==> config.mk <==
export PLATFORM = sky130hd
export DESIGN_NAME = ats_device_flat
export DESIGN_NICKNAME = d
export VERILOG_FILES = /design/src/shared/ats_pkg.sv /design/src/shared/ats_link_if.sv /design/src/hdl/ats_device.sv /design/src/hdl/ats_sync3.sv /design/src/flat_wrapper.sv
export SDC_FILE = /design/constraint.sdc
export NUM_CORES = 1
export LEC_CHECK = 0
export ABC_AREA = 1
export ABC_CLOCK_PERIOD_IN_PS = 2600
export BUFFER_PORTS_ARGS = -buffer_cell sky130_fd_sc_hd__buf_2
export CAP_MARGIN = 40
export CORE_MARGIN = 3
export CORE_UTILIZATION = 48
export DETAILED_ROUTE_END_ITERATION = 16
export PLACE_DENSITY_LB_ADDON = 0.2
export SYNTH_ARGS = -nofsm -noshare
export SYNTH_HDL_FRONTEND = slang
export SYNTH_SLANG_ARGS = --single-unit
==> constraint.sdc <==
create_clock -name sys_clk_in -period 2.6 [get_ports sys_clk_in]
set_input_delay 0.52 -clock sys_clk_in [delete_from_list [all_inputs] [get_ports sys_clk_in]]
set_output_delay 0.52 -clock sys_clk_in [all_outputs]
set_load 0.05 [all_outputs]
==> src/shared/ats_pkg.sv <==
// constants shared by the trigger-select front end, its link and the host
package ats_pkg;
   // device register offsets, as seen on the link
   localparam logic [7:0] ADDR_CH0_SRC = 8'h04;
   localparam logic [7:0] ADDR_SEQUENCE_A_CONTROL = 8'h08;
   localparam logic [31:0] CH0_SRC_RESET = 32'h0000_0000;
   // channel-0 source select field
   localparam int SRC_LSB = 0;
   localparam int SRC_W = 2;
   localparam logic [1:0] SRC_ANALOG_PIN_ZERO = 2'h0;
   localparam logic [1:0] SRC_TEMP_SENSOR = 2'h3;
   // sequence-A control fields
   localparam int NUM_CH = 12;
   localparam int CH_LSB = 0;
   localparam int TRIG_LSB = 12;
   localparam int TRIG_W = 6;
   localparam int NUM_TRIG = 64;
   localparam int POL_BIT = 18;
   localparam int SKIP_BIT = 19;
   localparam int START_BIT = 26;
   localparam int ENA_BIT = 31;
   localparam logic [11:0] CH_RESET = 12'h000;
   localparam logic [5:0] TRIG_RESET = 6'h00;
   // host-side APB register offsets
   localparam logic [7:0] HOST_CMD = 8'h00;
   localparam logic [7:0] HOST_WDATA = 8'h04;
   localparam logic [7:0] HOST_RDATA = 8'h08;
   localparam logic [7:0] HOST_STATUS = 8'h0C;
   localparam logic [7:0] HOST_TRIG_LO = 8'h10;
   localparam logic [7:0] HOST_TRIG_HI = 8'h14;
   // host command word fields
   localparam int CMD_WRITE_BIT = 8;
   localparam int CMD_GO_BIT = 9;
   // sequencer and host transfer states
   typedef enum logic [0:0] {SEQ_IDLE, SEQ_WAIT} ats_seq_t;
   typedef enum logic [0:0] {HST_IDLE, HST_REQ} ats_hst_t;
endpackage

==> src/shared/ats_link_if.sv <==
// register link and hardware trigger lines between host and device
`timescale 1ns/1ps
interface ats_link_if;
   logic reg_req;
   logic reg_wr;
   logic [7:0] reg_addr;
   logic [31:0] reg_wdata;
   logic reg_ack;
   logic [31:0] reg_rdata;
   logic [ats_pkg::NUM_TRIG-1:0] hw_trig;

   modport dev (
      input reg_req,
      input reg_wr,
      input reg_addr,
      input reg_wdata,
      input hw_trig,
      output reg_ack,
      output reg_rdata
   );

   modport host (
      output reg_req,
      output reg_wr,
      output reg_addr,
      output reg_wdata,
      output hw_trig,
      input reg_ack,
      input reg_rdata
   );
endinterface // ats_link_if

==> src/hdl/ats_device.sv <==
// sequence-A trigger select and channel launch, device end of the link
`timescale 1ns/1ps
module ats_device (
   input wire logic sys_clk_in,
   input wire logic rstn_in,
   ats_link_if.dev link,
   input wire logic conv_done_in,
   output logic conv_start_out,
   output logic [3:0] conv_channel_out,
   output logic seq_busy_out,
   output logic [1:0] ch0_source_out,
   output logic temp_sensor_sel_out
);
   // register state
   logic [1:0] src_reg;
   logic [1:0] src_next;
   logic [11:0] mask_reg;
   logic [11:0] mask_next;
   logic [5:0] trig_reg;
   logic [5:0] trig_next;
   logic pol_reg;
   logic pol_next;
   logic skip_reg;
   logic skip_next;
   logic ena_reg;
   logic ena_next;
   logic ack_reg;
   logic ack_next;
   logic [31:0] rdata_reg;
   logic [31:0] rdata_next;
   logic sw_start;
   // trigger path
   logic raw_trig;
   logic synced_trig;
   logic cond_trig;
   logic prev_reg;
   logic prev_next;
   logic hw_edge;
   logic launch;
   // sequencer state
   ats_pkg::ats_seq_t state_reg;
   ats_pkg::ats_seq_t state_next;
   logic [3:0] chan_reg;
   logic [3:0] chan_next;
   logic start_reg;
   logic start_next;
   logic [4:0] first_hit;
   logic [4:0] next_hit;

   // lowest set mask bit at or above from_ch; msb of result says found
   function automatic logic [4:0] find_from(input logic [11:0] mask,
                                            input logic [3:0] from_ch);
      logic found;
      logic [3:0] idx;
      found = 1'b0;
      idx = 4'h0;
      for (int i = 0; i < ats_pkg::NUM_CH; i++)
      begin
         if (!found && (i >= int'(from_ch)) && mask[i])
         begin
            found = 1'b1;
            idx = 4'(i);
         end
      end
      return {found, idx};
   endfunction

   // a write is taken once, on the first cycle of a held request
   wire logic take = link.reg_req && !ack_reg;
   wire logic wr_ctrl = take && link.reg_wr &&
                        (link.reg_addr == ats_pkg::ADDR_SEQUENCE_A_CONTROL);
   wire logic wr_src = take && link.reg_wr &&
                       (link.reg_addr == ats_pkg::ADDR_CH0_SRC);

   // register writes and reads; reserved bits are not stored and read zero
   always_comb
   begin
      src_next = src_reg;
      mask_next = mask_reg;
      trig_next = trig_reg;
      pol_next = pol_reg;
      skip_next = skip_reg;
      ena_next = ena_reg;
      rdata_next = rdata_reg;
      ack_next = take;
      sw_start = 1'b0;
      if (wr_src)
      begin
         src_next = link.reg_wdata[ats_pkg::SRC_LSB +: ats_pkg::SRC_W];
      end
      if (wr_ctrl)
      begin
         // mask, trigger and enable may change together in one write
         mask_next = link.reg_wdata[ats_pkg::CH_LSB +: ats_pkg::NUM_CH];
         trig_next = link.reg_wdata[ats_pkg::TRIG_LSB +: ats_pkg::TRIG_W];
         pol_next = link.reg_wdata[ats_pkg::POL_BIT];
         skip_next = link.reg_wdata[ats_pkg::SKIP_BIT];
         ena_next = link.reg_wdata[ats_pkg::ENA_BIT];
         sw_start = link.reg_wdata[ats_pkg::START_BIT];
      end
      if (take && !link.reg_wr)
      begin
         rdata_next = 32'h0000_0000;
         if (link.reg_addr == ats_pkg::ADDR_CH0_SRC)
         begin
            rdata_next[ats_pkg::SRC_LSB +: ats_pkg::SRC_W] = src_reg;
         end
         else if (link.reg_addr == ats_pkg::ADDR_SEQUENCE_A_CONTROL)
         begin
            // start is never stored, so it always reads back zero
            rdata_next[ats_pkg::CH_LSB +: ats_pkg::NUM_CH] = mask_reg;
            rdata_next[ats_pkg::TRIG_LSB +: ats_pkg::TRIG_W] = trig_reg;
            rdata_next[ats_pkg::POL_BIT] = pol_reg;
            rdata_next[ats_pkg::SKIP_BIT] = skip_reg;
            rdata_next[ats_pkg::ENA_BIT] = ena_reg;
         end
      end
      if (!rstn_in)
      begin
         src_next = ats_pkg::CH0_SRC_RESET[ats_pkg::SRC_LSB +: ats_pkg::SRC_W];
         mask_next = ats_pkg::CH_RESET;
         trig_next = ats_pkg::TRIG_RESET;
         pol_next = 1'b0;
         skip_next = 1'b0;
         ena_next = 1'b0;
         rdata_next = 32'h0000_0000;
         ack_next = 1'b0;
      end
   end

   always_ff @(posedge sys_clk_in)
   begin
      src_reg <= src_next;
      mask_reg <= mask_next;
      trig_reg <= trig_next;
      pol_reg <= pol_next;
      skip_reg <= skip_next;
      ena_reg <= ena_next;
      rdata_reg <= rdata_next;
      ack_reg <= ack_next;
   end

   // only the numbered trigger input can launch the sequence from hardware
   assign raw_trig = link.hw_trig[trig_reg];

   ats_sync3 ats_sync3_i (
      .sys_clk_in(sys_clk_in),
      .rstn_in(rstn_in),
      .async_in(raw_trig),
      .sync_out(synced_trig)
   );

   // skipping the stages saves latency but needs a clean, held pulse
   assign cond_trig = skip_reg ? raw_trig : synced_trig;

   // edge detect on the conditioned trigger, one pulse per transition in the direction pol_reg selects
   always_comb
   begin
      prev_next = rstn_in ? cond_trig : 1'b0;
   end

   always_ff @(posedge sys_clk_in)
   begin
      prev_reg <= prev_next;
   end

   assign hw_edge = pol_reg ? (cond_trig && !prev_reg)
                            : (!cond_trig && prev_reg);
   // a start in the same write that sets enable still launches
   assign launch = ena_next && (sw_start || (ena_reg && hw_edge));

   assign first_hit = find_from(mask_next, 4'h0);
   assign next_hit = find_from(mask_reg, chan_reg + 4'h1);

   // sequencer walks the mask; launches during a pass are dropped
   always_comb
   begin
      state_next = state_reg;
      chan_next = chan_reg;
      start_next = 1'b0;
      case (state_reg)
         ats_pkg::SEQ_IDLE:
         begin
            if (launch && first_hit[4])
            begin
               chan_next = first_hit[3:0];
               start_next = 1'b1;
               state_next = ats_pkg::SEQ_WAIT;
            end
         end
         ats_pkg::SEQ_WAIT:
         begin
            if (conv_done_in)
            begin
               if (next_hit[4])
               begin
                  chan_next = next_hit[3:0];
                  start_next = 1'b1;
               end
               else
               begin
                  state_next = ats_pkg::SEQ_IDLE;
               end
            end
         end
         default:
         begin
            state_next = ats_pkg::SEQ_IDLE;
         end
      endcase
      if (!rstn_in)
      begin
         state_next = ats_pkg::SEQ_IDLE;
         chan_next = 4'h0;
         start_next = 1'b0;
      end
   end

   always_ff @(posedge sys_clk_in)
   begin
      state_reg <= state_next;
      chan_reg <= chan_next;
      start_reg <= start_next;
   end

   assign link.reg_ack = ack_reg;
   assign link.reg_rdata = rdata_reg;
   assign conv_start_out = start_reg;
   assign conv_channel_out = chan_reg;
   assign seq_busy_out = (state_reg == ats_pkg::SEQ_WAIT);
   assign ch0_source_out = src_reg;
   assign temp_sensor_sel_out = (src_reg == ats_pkg::SRC_TEMP_SENSOR);
endmodule // ats_device

==> src/hdl/ats_sync3.sv <==
// three-stage trigger synchroniser with agreement filter
`timescale 1ns/1ps
module ats_sync3 (
   input wire logic sys_clk_in,
   input wire logic rstn_in,
   input wire logic async_in,
   output logic sync_out
);
   logic [2:0] stage_reg;
   logic [2:0] stage_next;
   logic out_reg;
   logic out_next;

   // first stage feeds only the second; output moves once stages 2 and 3 agree
   always_comb
   begin
      stage_next = {stage_reg[1:0], async_in};
      out_next = (stage_reg[1] == stage_reg[2]) ? stage_reg[2] : out_reg;
      if (!rstn_in)
      begin
         stage_next = 3'h0;
         out_next = 1'b0;
      end
   end

   always_ff @(posedge sys_clk_in)
   begin
      stage_reg <= stage_next;
      out_reg <= out_next;
   end

   assign sync_out = out_reg;
endmodule // ats_sync3

==> src/flat_wrapper.sv <==
// flat-port wrapper written by rule: the top's interface ports become plain ports
module ats_device_flat 
  (sys_clk_in, rstn_in, conv_done_in, conv_start_out, conv_channel_out, seq_busy_out, ch0_source_out, temp_sensor_sel_out, link_reg_req, link_reg_wr, link_reg_addr, link_reg_wdata, link_hw_trig, link_reg_ack, link_reg_rdata);
  ats_link_if link_i ();
  input wire logic sys_clk_in;
  input wire logic rstn_in;
  input wire logic conv_done_in;
  output logic conv_start_out;
  output logic [3:0] conv_channel_out;
  output logic seq_busy_out;
  output logic [1:0] ch0_source_out;
  output logic temp_sensor_sel_out;
  input wire logic [$bits(link_i.reg_req)-1:0] link_reg_req;
  input wire logic [$bits(link_i.reg_wr)-1:0] link_reg_wr;
  input wire logic [$bits(link_i.reg_addr)-1:0] link_reg_addr;
  input wire logic [$bits(link_i.reg_wdata)-1:0] link_reg_wdata;
  input wire logic [$bits(link_i.hw_trig)-1:0] link_hw_trig;
  output wire logic [$bits(link_i.reg_ack)-1:0] link_reg_ack;
  output wire logic [$bits(link_i.reg_rdata)-1:0] link_reg_rdata;
  assign link_i.reg_req = link_reg_req;
  assign link_i.reg_wr = link_reg_wr;
  assign link_i.reg_addr = link_reg_addr;
  assign link_i.reg_wdata = link_reg_wdata;
  assign link_i.hw_trig = link_hw_trig;
  assign link_reg_ack = link_i.reg_ack;
  assign link_reg_rdata = link_i.reg_rdata;
  ats_device u_core (.sys_clk_in(sys_clk_in), .rstn_in(rstn_in), .link(link_i), .conv_done_in(conv_done_in), .conv_start_out(conv_start_out), .conv_channel_out(conv_channel_out), .seq_busy_out(seq_busy_out), .ch0_source_out(ch0_source_out), .temp_sensor_sel_out(temp_sensor_sel_out));
endmodule
# Word level (Yosys, flattened, before mapping)

Index checks and enable logic that the tools add are counted.

Register bits: 56
Input port bits: 109

Equal/unequal tests: 7
Muxes and demuxes: 70
$add $sub $neg: 1
Bitwise logic cells: 1
$lt $le $gt $ge: 13
Reductions and logical operators: 72

Operator list:

| operator              | count |
|---|---|
| $logic_and A1 B1 Y1   | 44 |
| $mux W4               | 11 |
| $mux W1               | 38 |
| $logic_not A1 Y1      | 26 |
| $mux W12              | 2 |
| $mux W3               | 8 |
| $mux W20              | 1 |
| $mux W18              | 1 |
| $ge A3 B4 Y1 const A  | 4 |
| $ge A4 B4 Y1 const A  | 4 |
| $mux W2               | 5 |
| $eq A8 B3 Y1 const B  | 1 |
| $eq A8 B4 Y1 const B  | 1 |
| $ge A1 B4 Y1 const A  | 2 |
| $ge A2 B4 Y1 const A  | 2 |
| $pmux W4 S2           | 1 |
| $lt A6 B7 Y1 const B  | 1 |
| $bmux W1 S6           | 1 |
| $add A4 B1 Y4 const B | 1 |
| $ne A2 B2 Y1 const B  | 2 |
| $pmux W1 S2           | 2 |
| $reduce_and A3 Y1     | 1 |
| $eq A2 B2 Y1 const B  | 1 |
| $ne A2 B1 Y1 const B  | 1 |
| 3 further kinds       | 3 |

# Logic depth before layout (Yosys ltp)

Gate-level depths: netlist of the first run.

Word-level depth: 51
Depth in mapped cells: 20

# Modules after synthesis

A second synthesis of the first run with hierarchy kept.

Cells, all modules: 554
Area total of the unflattened synthesis: 3,562.2 um^2

Modules (own cells, without submodules):

| module     | times used | cells each | area an instance (um^2) |
|---|---|---|---|
| ats_device | 1          | 541        | 3,445.8 |
| ats_sync3  | 1          | 13         | 116.4 |

# Least setup slack after synthesis of the first run

OpenSTA, ideal clock, no wires.

Path kind: register -> register
From: register u_core.chan_reg[1] (netlist: u_core.conv_channel_out[1])
To: register u_core.chan_reg[0] (netlist: u_core.conv_channel_out[0])
Path slack: 0.096 ns
Cell stages (with the launch flop): 16
Period minus slack after synthesis: 2.504 ns
Data arrival time: 2.389 ns
Setup time: 0.115 ns
Cells stage by stage: dfxtp_1 -> ha_1 -> inv_1 -> nand2_1 -> nand2_1 -> or2_2 -> nand3_1 -> nand4_1 -> nor2_2 -> nand4_1 -> inv_2 -> nand3_2 -> nand3_2 -> nand2_2 -> nand3_1 -> nand2_1

Cells in the longest elaborated chain, start to end: 51

Ends and longest elaborated chain:

| element                          | RTL line          | source |
|---|---|---|
| start, declared                  | ats_device.sv:43  | `logic [3:0] chan_reg;` |
| start signal, assigned           | ats_device.sv:222 | `chan_reg <= chan_next;` |
| $add A4 B1 Y4 (*)                | ats_device.sv:173 | `assign next_hit = find_from(mask_reg, chan_reg + 4'h1);` |
| $ge A1 B4 Y1                     | ats_device.sv:59  | `if (!found && (i >= int'(from_ch)) && mask[i])` |
| $logic_and A1 B1 Y1              | ats_device.sv:59  |  |
| $mux W1                          | ats_device.sv:59  |  |
| $logic_not A1 Y1                 | ats_device.sv:59  |  |
| $logic_and A1 B1 Y1 (2 in a row) | ats_device.sv:59  |  |
| $mux W1                          | ats_device.sv:59  |  |
| $logic_not A1 Y1                 | ats_device.sv:59  |  |
| [... 32 more ...]                | n/a               |  |
| $logic_and A1 B1 Y1 (2 in a row) | ats_device.sv:59  |  |
| $mux W1                          | ats_device.sv:59  |  |
| $logic_not A1 Y1                 | ats_device.sv:59  |  |
| $logic_and A1 B1 Y1 (2 in a row) | ats_device.sv:59  |  |
| $mux W4                          | ats_device.sv:59  |  |
| $mux W4                          | ats_device.sv:195 | `if (next_hit[4])` |
| $mux W4                          | ats_device.sv:193 | `if (conv_done_in)` |
| $pmux W4 S2                      | ats_device.sv:181 | `case (state_reg)` |

Mark *: on every way between the ends. The rest lies on a longest branch, timed or not. The select of a mux whose other input is x is not followed.
A chain may end at the register's enable or synchronous reset.

# Final worst setup path of the first run

From: register u_core.ack_reg (netlist: u_core.link.reg_ack)
To: register u_core.chan_reg[1] (netlist: u_core.conv_channel_out[1])

RTL lines:

| element                              | RTL line          | source |
|---|---|---|
| start, declared                      | ats_device.sv:27  | `logic ack_reg;` |
| start signal, assigned               | ats_device.sv:140 | `ack_reg <= ack_next;` |
| $logic_not A1 Y1 (*)                 | ats_device.sv:69  | `wire logic take = link.reg_req && !ack_reg;` |
| $logic_and A1 B1 Y1 (*)              | ats_device.sv:69  |  |
| $logic_and A1 B1 Y1 (*) (2 in a row) | ats_device.sv:70  | `wire logic wr_ctrl = take && link.reg_wr &&` |
| $mux W12 (*)                         | ats_device.sv:91  | `if (wr_ctrl)` |
| $mux W12 (*)                         | ats_device.sv:118 | `if (!rstn_in)` |
| net u_core.mask_next[7]              | ats_device.sv:18  | `logic [11:0] mask_next;` |
| $logic_and A1 B1 Y1 (*)              | ats_device.sv:59  |  |
| $mux W1                              | ats_device.sv:59  |  |
| [... 7 more ...]                     | n/a               |  |
| $logic_and A1 B1 Y1                  | ats_device.sv:59  |  |
| $mux W1                              | ats_device.sv:59  |  |
| $logic_not A1 Y1                     | ats_device.sv:59  |  |
| $logic_and A1 B1 Y1                  | ats_device.sv:59  |  |
| $mux W1                              | ats_device.sv:59  |  |
| $logic_and A1 B1 Y1                  | ats_device.sv:184 | `if (launch && first_hit[4])` |
| $ne A2 B1 Y1 (no line)               | n/a               |  |
| $reduce_and A3 Y1 (no line)          | n/a               |  |

Mark *: on every way through the listed nets, which the timed path passes. The rest lies on a longest branch. The select of a mux whose other input is x is not followed.

==> results.json, run 1 <==
{
  "hp-class": "flip-flop to flip-flop",
  "p_sw_uw": 487.9,
  "via_per_inst": 5.081,
  "period_needed_ns": 2.324,
  "power_density_nw_per_um2": 382.9,
  "fmax_mhz": 430.3,
  "busiest_layer": "met2",
  "dr_total_vias": 3912,
  "yosys-top-cells-area": "dfxtp_1 (32%), nand2_1 (15%), nand3_1 (12%), inv_1 (5.4%), a21oi_1 (5.4%)",
  "required_ns": 2.84,
  "synth.top_cell.area_share": 0.3160,
  "std_cell_rows": 30,
  "netlist_area_um2": 3547,
  "end_kind": "flip-flop",
  "post_cts_buffers": 0,
  "antenna_left": 0,
  "finalCritPeriodShare": 0.8939,
  "drive_above_1_share": 0.2760,
  "synth_adder_area_share": 0.01411,
  "gr-usage-met3": 0.03527,
  "fin_nets": 787,
  "clock_skew_ns": 0.007768,
  "port_buffers": 129,
  "critPathMaxFanout": 14,
  "min_path_cells": 2,
  "synth-seq-cells": 56,
  "startpoint_type": "flip-flop",
  "num_antenna_cells": 0,
  "rsz0062_at_grt": "no",
  "reg2reg_depth": 15,
  "cts-root-buf": "clkbuf_8",
  "die_h_um": 91.97,
  "seqPwrFrac": 0.537,
  "ys_warn_count": 0,
  "dp_hpwl_mm": 7.706,
  "setup_viol": 0,
  "die_w_um": 91.97,
  "drtIter0Drc": 167,
  "finalInstanceArea_um2": 4330,
  "cts.sinks": 56,
  "clkTransAtPathRegs_ns": 0.10,
  "synth-compound-area-share": 0.1393,
  "track_usage": 0.2285,
  "synth_cell_types": 42,
  "grt_max_degree": 43,
  "syn_area_per_cell_um2": 6.426,
  "core_area_um2": 6982,
  "pwr-share-clk": 0.281,
  "synth.area.mux_share": 0,
  "clk_latency_ns": 0.30,
  "use_met1": 0.3252,
  "combPwrFrac": 0.182,
  "slew_viol_final": 0,
  "start_util": 0.5081,
  "cts_inserted_buffers": 5,
  "cts_tree": "built",
  "ys_seq_area_frac": 0.3160,
  "clockBufferDepth": 2,
  "grt_overflow_total": 0,
  "outcome": "complete, no violations",
  "htree_levels": 2,
  "synth_top_area_cell": "dfxtp_1",
  "routabilityCongestion": 0.9370,
  "leakage_nw": 2.294,
  "hold_violations": 0,
  "top_level_ports": 151,
  "synth_top_family_by_area": "simple AND/OR/NAND/NOR gates",
  "syn_to_final_growth_pct": 22.08,
  "remaining_drc_errors": 0,
  "antenna_found_initial": 0,
  "cp.arrival_ns": 2.57,
  "grt_pass1_wl_mm": 16.06,
  "routed_wl_mm": 9.807,
  "grt_pass1_vias": 3560,
  "irDropWorstVdd_mv": 0.3447,
  "worstSetupPathType": "flip-flop to flip-flop",
  "largest_reg_flops": 21,
  "synth_xor_area_frac": 0.007055,
  "netSwitchingFraction": 0.2942,
  "wl_per_cell_um": 12.74,
  "cap_violations": 0,
  "power.internal_mw": 1.170,
  "synthCells": 552,
  "met2_usage": 0.3656,
  "dpl-instance-area_um2": 4240,
  "first_pass_iters": 4,
  "yosys.area_share.simple": 0.4028,
  "dieArea_um2": 8458,
  "setup_tns_ns": 0
}
-- cell type report --
type | count | area (um2)
Clock buffer | 6 | 72.57
Clock inverter | 1 | 8.758
Fill cell | 698 | 2651
Inverter | 59 | 221.5
Multi-Input combinational cell | 411 | 2048
Sequential cell | 56 | 1124
Tap cell | 96 | 120.1
Timing Repair Buffer | 141 | 735.7
-- layout by cell type (no fill, tap or decap), types with 2 or more instances in the layout --
| cell | synthesis | layout |
|---|---|---|
| a21boi_0 | 2 | 2 |
| a21oi_1 | 38 | 38 |
| buf_2 | 15 | 129 |
| buf_4 | 11 | 12 |
| clkbuf_8 | 0 | 5 |
| clkinv_1 | 2 | 2 |
| conb_1 | 1 | 11 |
| dfxtp_1 | 56 | 54 |
| dfxtp_2 | 0 | 2 |
| ha_1 | 4 | 4 |
| inv_1 | 51 | 51 |
| inv_2 | 6 | 6 |
| nand2_1 | 146 | 145 |
| nand2_2 | 3 | 4 |
| nand3_1 | 82 | 82 |
| nand3_2 | 4 | 4 |
| nand3b_1 | 4 | 4 |
| nand4_1 | 8 | 8 |
| nor2_1 | 29 | 28 |
| nor2_2 | 5 | 6 |
| nor3_1 | 8 | 8 |
| nor3_2 | 2 | 2 |
| o211ai_1 | 5 | 5 |
| o21ai_0 | 35 | 34 |
| o21ai_1 | 3 | 3 |
| o41ai_1 | 2 | 2 |
| or2_2 | 6 | 6 |
-- through the flow --
step | setup slack, ns | power, mW | util | hold slack [ns] | cells
after detailed placement | 0.003261 | 1.211 | 0.6073 | 0.4028 | 763
after CTS | 0.1362 | 1.665 | 0.6190 | 0.4256 | 770
after global placement | 0.06973 | 1.207 | 0.6073 | 0.3921 | 763
after global routing | 0.02469 | 1.730 | 0.6203 | 0.4583 | 770
after floorplan | 0.09583 | 1.110 | - | 0.3905 | 562
final | 0.2758 | 1.658 | 0.6203 | 0.4204 | 770
-- power by group through the flow --
stage	combinational [mW]	clock [mW]	sequential, mW
6_report	0.302	0.465	0.891
3_3_place_gp	0.296	0	0.910
4_1_cts	0.302	0.472	0.891
5_1_grt	0.330	0.506	0.895
3_5_place_dp	0.301	0	0.910
2_1_floorplan	0.129	0	0.981
-- Yosys cell counts (all sizes together) --
cell and count:
nand2 150, nand3 86, inv 57, dfxtp 56, a21oi 39, o21ai 38, nor2 35, buf 28
nor3 11, nand4 10, clkbuf 8, or2 7, o211ai 6, ha 4, nand3b 4, a21boi 2
clkinv 2, o41ai 2, a211oi 1, conb 1, nor4 1, o2111ai 1, o22ai 1, xnor2 1
xor2 1
-- routing by layer --
metal | part of all wire | wire length (um)
met4 | 0.014 | 136
met5 | 0 | 0
met2 | 0.45 | 4417
met3 | 0.066 | 643
met1 | 0.47 | 4610
-- worst paths after layout --
path	startpoint	end	slack, ns
setup / recovery	u_core.link.reg_ack	u_core.conv_channel_out[1]	0.28
hold reg to reg	u_core.ats_sync3_i.stage_reg[0]	u_core.ats_sync3_i.stage_reg[1]	0.42
hold / removal	u_core.ats_sync3_i.stage_reg[0]	u_core.ats_sync3_i.stage_reg[1]	0.42
setup reg to reg	u_core.link.reg_ack	u_core.conv_channel_out[1]	0.28
-- cell families (layout without fill, tap and decap cells) --
| group | after synthesis | in the layout |
|---|---|---|
| AO/OA/AOI/OAI | 90 | 90 |
| XOR/XNOR | 2 | 2 |
| adder cells (fa/ha/maj) | 4 | 4 |
| buffers and inverters | 95 | 207 |
| flip-flops | 56 | 56 |
| other | 1 | 11 |
| AND/OR/NAND/NOR | 304 | 304 |
-- worst max-delay path, cell delays in order (launching register included) --
cell	delay, ns
dfxtp_1	0.33
inv_1	0.05
nand2_1	0.09
nor2_2	0.25
nand2_4	0.16
inv_2	0.15
nor2_1	0.07
nor3_2	0.31
inv_1	0.13
a211oi_1	0.32
nor2_1	0.07
nand2_1	0.07
nand2_1	0.06
nand2_1	0.06
nand3_1	0.06
nand2_1	0.06
-- repair_timing --
item                       in CTS  in global routing
hold buffers                    0                  0
resized for setup               0                  5
setup endpoints to repair       0                  6
Note: power is estimated with default switching activity, not from simulation.
==> run 2, diff against run 1 <==
==> constraint.sdc (replaced) <==
create_clock -name sys_clk_in -period 2.6 [get_ports sys_clk_in]
set_input_delay 0.65 -clock sys_clk_in [delete_from_list [all_inputs] [get_ports sys_clk_in]]
set_output_delay 0.65 -clock sys_clk_in [all_outputs]
set_load 0.02 [all_outputs]
==> run 2 against run 1 <==
Total power shrank 0.66%. Via count rose by 2.7%. Sequential share of layout area decreased by 0.64 points.
==> results.json, run 2 (synthesis results as in run 1) <==
{
  "via_per_inst": 5.136,
  "routed_wl_mm": 10.07,
  "cts_tree": "built",
  "core_area_um2": 6982,
  "reg2reg_depth": 15,
  "clockBufferDepth": 2,
  "wl_per_cell_um": 12.87,
  "busiest_layer": "met2",
  "start_util": 0.5081,
  "outcome": "complete, no violations",
  "cp.arrival_ns": 2.61,
  "largest_reg_flops": 21,
  "drive_above_1_share": 0.2930,
  "cap_violations": 0,
  "stdcell_count": 782,
  "cts_inserted_buffers": 5,
  "met2_usage": 0.3680,
  "dr_total_vias": 4016,
  "startpoint_type": "primary input",
  "critPathMaxFanout": 9,
  "dp.cells": 773,
  "use_met1": 0.3330,
  "r2r-end": "u_core.conv_channel_out[0]",
  "antenna_found_initial": 0,
  "die_h_um": 91.97,
  "worstSetupPathType": "primary input to flip-flop",
  "grt_overflow_total": 0,
  "end_kind": "flip-flop",
  "first_pass_iters": 4,
  "fin_nets": 798,
  "clock_skew_ns": 0.008223,
  "gr-usage-met3": 0.03363,
  "irDropWorstVdd_mv": 0.2846,
  "htree_levels": 2,
  "final_common_cell": "nand2_1",
  "port_buffers": 129,
  "top_level_ports": 151,
  "clk_latency_ns": 0.32,
  "cts_hold_buf": 0,
  "place_ws_ns": -0.1244,
  "dieArea_um2": 8458,
  "clkTransAtPathRegs_ns": 0.11,
  "r2r_setup_slack_ns": 0.27,
  "track_usage": 0.2329,
  "cts.sinks": 56,
  "drtIter0Drc": 259,
  "total_power_mw": 1.647,
  "hold_path_end": "u_core.ats_sync3_i.stage_reg[1]",
  "grt_pass1_vias": 3571,
  "min_path_cells": 2,
  "slew_viol_final": 0,
  "hp-class": "flip-flop to flip-flop",
  "period_needed_ns": 2.353,
  "grt_pass1_wl_mm": 16.43,
  "cts-root-buf": "clkbuf_8",
  "finalCritPeriodShare": 0.9051,
  "setup_ws_ns": 0.2468,
  "r2r-start": "u_core.conv_channel_out[0]",
  "hold_violations": 0,
  "remaining_drc_errors": 0,
  "setup_tns_ns": 0,
  "dp_hpwl_mm": 7.909,
  "std_cell_rows": 30,
  "syn_to_final_growth_pct": 25.19,
  "rsz0062_at_grt": "no",
  "grt_max_degree": 43,
  "num_antenna_cells": 0,
  "routabilityCongestion": 0.8550,
  "setup_viol": 0,
  "die_w_um": 91.97,
  "leakage_nw": 2.354,
  "final_cell_mix": "nand2_1 (145), buf_2 (129), nand3_1 (82)",
  "min-delay-start": "u_core.ats_sync3_i.stage_reg[0]",
  "hold_slack_ns": 0.4585,
  "fmax_mhz": 425.0,
  "antenna_left": 0,
  "power_density_nw_per_um2": 371.0,
  "required_ns": 2.86
}
[run 2: area by class of cell]
type,count,area (um2)
Fill cell,685,2541
Inverter,59,221.5
Clock buffer,5,68.82
Clock inverter,3,33.78
Tap cell,96,120.1
Timing Repair Buffer,152,818.3
Multi-Input combinational cell,411,2054
Sequential cell,56,1124
[run 2: how the worst max path moves through the flow]
| stage | startpoint | end | slack, ns | cells past startpoint |
|---|---|---|---|---|
| 2_1_floorplan | link_reg_addr[5] | u_core.conv_channel_out[0] | 0.25 | 14 |
| 3_3_place_gp | link_reg_addr[5] | u_core.conv_channel_out[1] | -0.03 | 14 |
| 3_5_place_dp | link_reg_addr[5] | u_core.conv_channel_out[0] | -0.12 | 15 |
| 4_1_cts | u_core.conv_channel_out[0] | u_core.conv_channel_out[0] | 0.09 | 16 |
| 5_1_grt | link_reg_addr[5] | u_core.conv_channel_out[1] | 0.006 | 16 |
| 6_report | link_reg_addr[5] | u_core.conv_channel_out[1] | 0.25 | 16 |
[run 2: layer usage]
layer | up-vias | share of wire
li1 | 2053 | -
met1 | 1802 | 0.47
met2 | 151 | 0.45
met3 | 10 | 0.068
met4 | 0 | 0.012
met5 | - | 0
[run 2: power breakdown]
group,switching [mW],leakage (nW),internal [mW]
logic,0.135,1.85,0.103
registers,0.0117,0.456,0.880
clock network,0.314,0.0515,0.204
[run 2: metrics by stage]
stage          cell area, um2  utilization
2_1_floorplan            3585            -
3_3_place_gp             4315       0.6181
3_5_place_dp             4315       0.6181
4_1_cts                  4418       0.6328
5_1_grt                  4441       0.6360
6_report                 4441       0.6360
[run 2: what timing repair did]
item                       in CTS  in global routing
setup endpoints to repair       0                  6
resized for setup               0                  7
buffers inserted                0                  1
[run 2: worst max-delay path, cell delays in order]
cell,delay [ns]
buf_2,0.10
nor2_1,0.12
nand2_2,0.11
nor2_8,0.19
nand2_4,0.11
buf_4,0.17
o211ai_2,0.22
buf_4,0.16
inv_1,0.06
a211oi_1,0.32
nor2_1,0.08
nand2_1,0.08
nand2_1,0.05
nand2_1,0.06
nand3_1,0.06
nand2_1,0.06
==> run 3, diff against run 2 <==
--- a/config.mk
+++ b/config.mk
@@ -6,11 +6,11 @@
 export NUM_CORES = 1
 export LEC_CHECK = 0
 export ABC_AREA = 1
-export ABC_CLOCK_PERIOD_IN_PS = 2600
+export ABC_CLOCK_PERIOD_IN_PS = 2100
 export BUFFER_PORTS_ARGS = -buffer_cell sky130_fd_sc_hd__buf_2
 export CAP_MARGIN = 40
 export CORE_MARGIN = 3
-export CORE_UTILIZATION = 48
+export CORE_UTILIZATION = 44
 export DETAILED_ROUTE_END_ITERATION = 16
 export PLACE_DENSITY_LB_ADDON = 0.2
 export SYNTH_ARGS = -nofsm -noshare
==> constraint.sdc (replaced) <==
create_clock -name sys_clk_in -period 2.1 [get_ports sys_clk_in]
set_input_delay 0.525 -clock sys_clk_in [delete_from_list [all_inputs] [get_ports sys_clk_in]]
set_output_delay 0.525 -clock sys_clk_in [all_outputs]
set_load 0.02 [all_outputs]
==> run 3 against run 2 <==
The run now ends with setup timing left. Critical endpoint is now u_core.conv_channel_out[3]. First-iteration DRC count is 41% lower. Critical path depth fell by 4. Final area increased by 12%. Total power up 25%. Via count rose by 2.8%. Flip-flop and latch count is the same. Register-to-register slack worse by 0.33 ns.
==> results.json, run 3 (synthesis results as in run 1) <==
{
  "routabilityCongestion": 0.9102,
  "place_ws_ns": -0.4238,
  "fmax_mhz": 463.7,
  "min-delay-start": "u_core.ats_sync3_i.stage_reg[0]",
  "antenna_found_initial": 0,
  "remaining_drc_errors": 0,
  "hold_violations": 0,
  "clockBufferDepth": 2,
  "r2r_setup_slack_ns": -0.06,
  "drive_above_1_share": 0.3617,
  "cp.arrival_ns": 2.43,
  "finalInstanceArea_um2": 4954,
  "period_needed_ns": 2.157,
  "min_path_cells": 2,
  "seqPwrFrac": 0.534,
  "reg2reg_depth": 12,
  "setup_ws_ns": -0.05678,
  "start_util": 0.4567,
  "required_ns": 2.37,
  "dr_total_vias": 4128,
  "cpPeakStageDelay_ns": 0.38,
  "fill_cells": 747,
  "core_area_um2": 7767,
  "power_density_nw_per_um2": 416.2,
  "finalCritPeriodShare": 1.027,
  "cts_inserted_buffers": 5,
  "cap_violations": 0,
  "dp_hpwl_mm": 8.269,
  "hp-class": "flip-flop to flip-flop",
  "via_per_inst": 5.046,
  "clkTransAtPathRegs_ns": 0.11,
  "die_w_um": 95.79,
  "port_buffers": 129,
  "setup_viol": 6,
  "die_h_um": 95.79,
  "htree_levels": 2,
  "fin_nets": 828,
  "netSwitchingFraction": 0.2865,
  "path_cells": "buf_4 -> ha_4 -> o21ai_4 -> nor3_2 -> nor2_1 -> nand4_1 -> nor3_1 -> o41ai_1 -> or2_2 -> o21ai_0 -> nand3_2 -> nand2_1",
  "slew_viol_final": 0,
  "violations": "setup timing",
  "outcome": "finished with violations",
  "fin_util": 0.6377,
  "cts.sinks": 56,
  "wl_per_cell_um": 13.13,
  "grt_overflow_total": 0,
  "drtIter0Drc": 154,
  "pwr-share-clk": 0.313,
  "multi_input_area_um2": 2280,
  "total_power_mw": 2.062,
  "hold_path_end": "u_core.ats_sync3_i.stage_reg[1]",
  "cts_tree": "built",
  "clk_latency_ns": 0.32,
  "track_usage": 0.2293,
  "final_cell_mix": "nand2_1 (139), buf_2 (129), nand3_1 (74)",
  "end_kind": "flip-flop",
  "routed_wl_mm": 10.74,
  "startpoint_type": "flip-flop",
  "dieArea_um2": 9175,
  "grt_pass1_wl_mm": 16.99,
  "cp.buffers_inverters": 1,
  "worstSetupPathType": "flip-flop to flip-flop",
  "top_level_ports": 151,
  "antenna_left": 0,
  "num_antenna_cells": 0,
  "r2r-end": "u_core.conv_channel_out[3]",
  "std_cell_rows": 32,
  "final_common_cell": "nand2_1",
  "stdcell_count": 818,
  "critical-path-slowest-cell": "dfxtp_4",
  "irDropWorstVdd_mv": 0.4727,
  "ff_latch_area_um2": 1132,
  "syn_to_final_growth_pct": 39.65,
  "power.internal_mw": 1.471,
  "rsz0062_at_grt": "yes",
  "critical-path-top-delay-family": "simple AND/OR/NAND/NOR gates",
  "p_sw_uw": 590.6,
  "combPwrFrac": 0.153,
  "dpl-instance-area_um2": 4596,
  "clock_skew_ns": 0.005451,
  "leakage_nw": 2.534,
  "cts-root-buf": "clkbuf_8",
  "first_pass_iters": 7,
  "grt_pass1_vias": 3851,
  "dp.cells": 804,
  "grt_max_degree": 34,
  "r2r-start": "u_core.conv_channel_out[0]",
  "critPathMaxFanout": 4,
  "largest_reg_flops": 21
}
run 3: repair_timing:
item / in CTS / in global routing
gates resized for setup: 39 / 14
pin swaps: 24 / 12
setup buffers: 6 / 0
endpoints found under the setup margin: 6 / 6
hold buffers: 0 / 0
run 3: power by group through the flow:
stage                     Combinational [mW]  Clock [mW]  Sequential (mW)
after floorplan                        0.137           0             1.16
after global placement                 0.304           0             1.13
after detailed placement               0.309           0             1.13
after CTS                              0.316       0.654             1.10
after global routing                   0.350       0.691             1.11
final                                  0.316       0.645             1.10
run 3: per-layer routing:
metal | global-route usage | vias to the layer above | share of wire
met5 | 0 | - | 0
met4 | 0.07109 | 0 | 0.013
met3 | 0.03518 | 14 | 0.065
met2 | 0.4215 | 126 | 0.49
met1 | 0.2716 | 1868 | 0.43
li1 | - | 2120 | -
run 3: worst max-delay path by stage:
stage               slack, ns                       start                    endpoint  cells after the start
floorplan               -0.09            link_reg_addr[7]  u_core.conv_channel_out[0]                     14
CTS                     -0.06  u_core.conv_channel_out[0]  u_core.conv_channel_out[0]                     15
finish                  -0.06  u_core.conv_channel_out[0]  u_core.conv_channel_out[3]                     12
detailed placement      -0.42            link_reg_addr[1]  u_core.conv_channel_out[0]                     14
global route            -0.24  u_core.conv_channel_out[1]  u_core.conv_channel_out[2]                     16
global placement        -0.36            link_reg_addr[7]  u_core.conv_channel_out[0]                     14
run 3: worst reg2reg max path, cell delays in order, from the launching register on:
cell     delay [ns]
dfxtp_4        0.38
buf_4          0.15
ha_4           0.16
o21ai_4        0.17
nor3_2         0.07
nor2_1         0.16
nand4_1        0.15
nor3_1         0.17
o41ai_1        0.11
or2_2          0.29
o21ai_0        0.13
nand3_2        0.11
nand2_1        0.06
run 3: cell type report:
type,instances,area share
clock buffers,5,0.01389
clock inverters,3,0.005557
inverters,59,0.04471
multi-input cells,411,0.4602
flip-flops and latches,56,0.2286
well taps,102,0.02576
repair buffers,182,0.2213
run 3: metrics by stage:
step	TNS [ns]	hold slack (ns)
after floorplan	-0.2910	0.3905
after global placement	-1.913	0.4009
after detailed placement	-2.172	0.4032
after CTS	-0.2430	0.4279
after global routing	-1.303	0.4577
final	-0.2142	0.4271
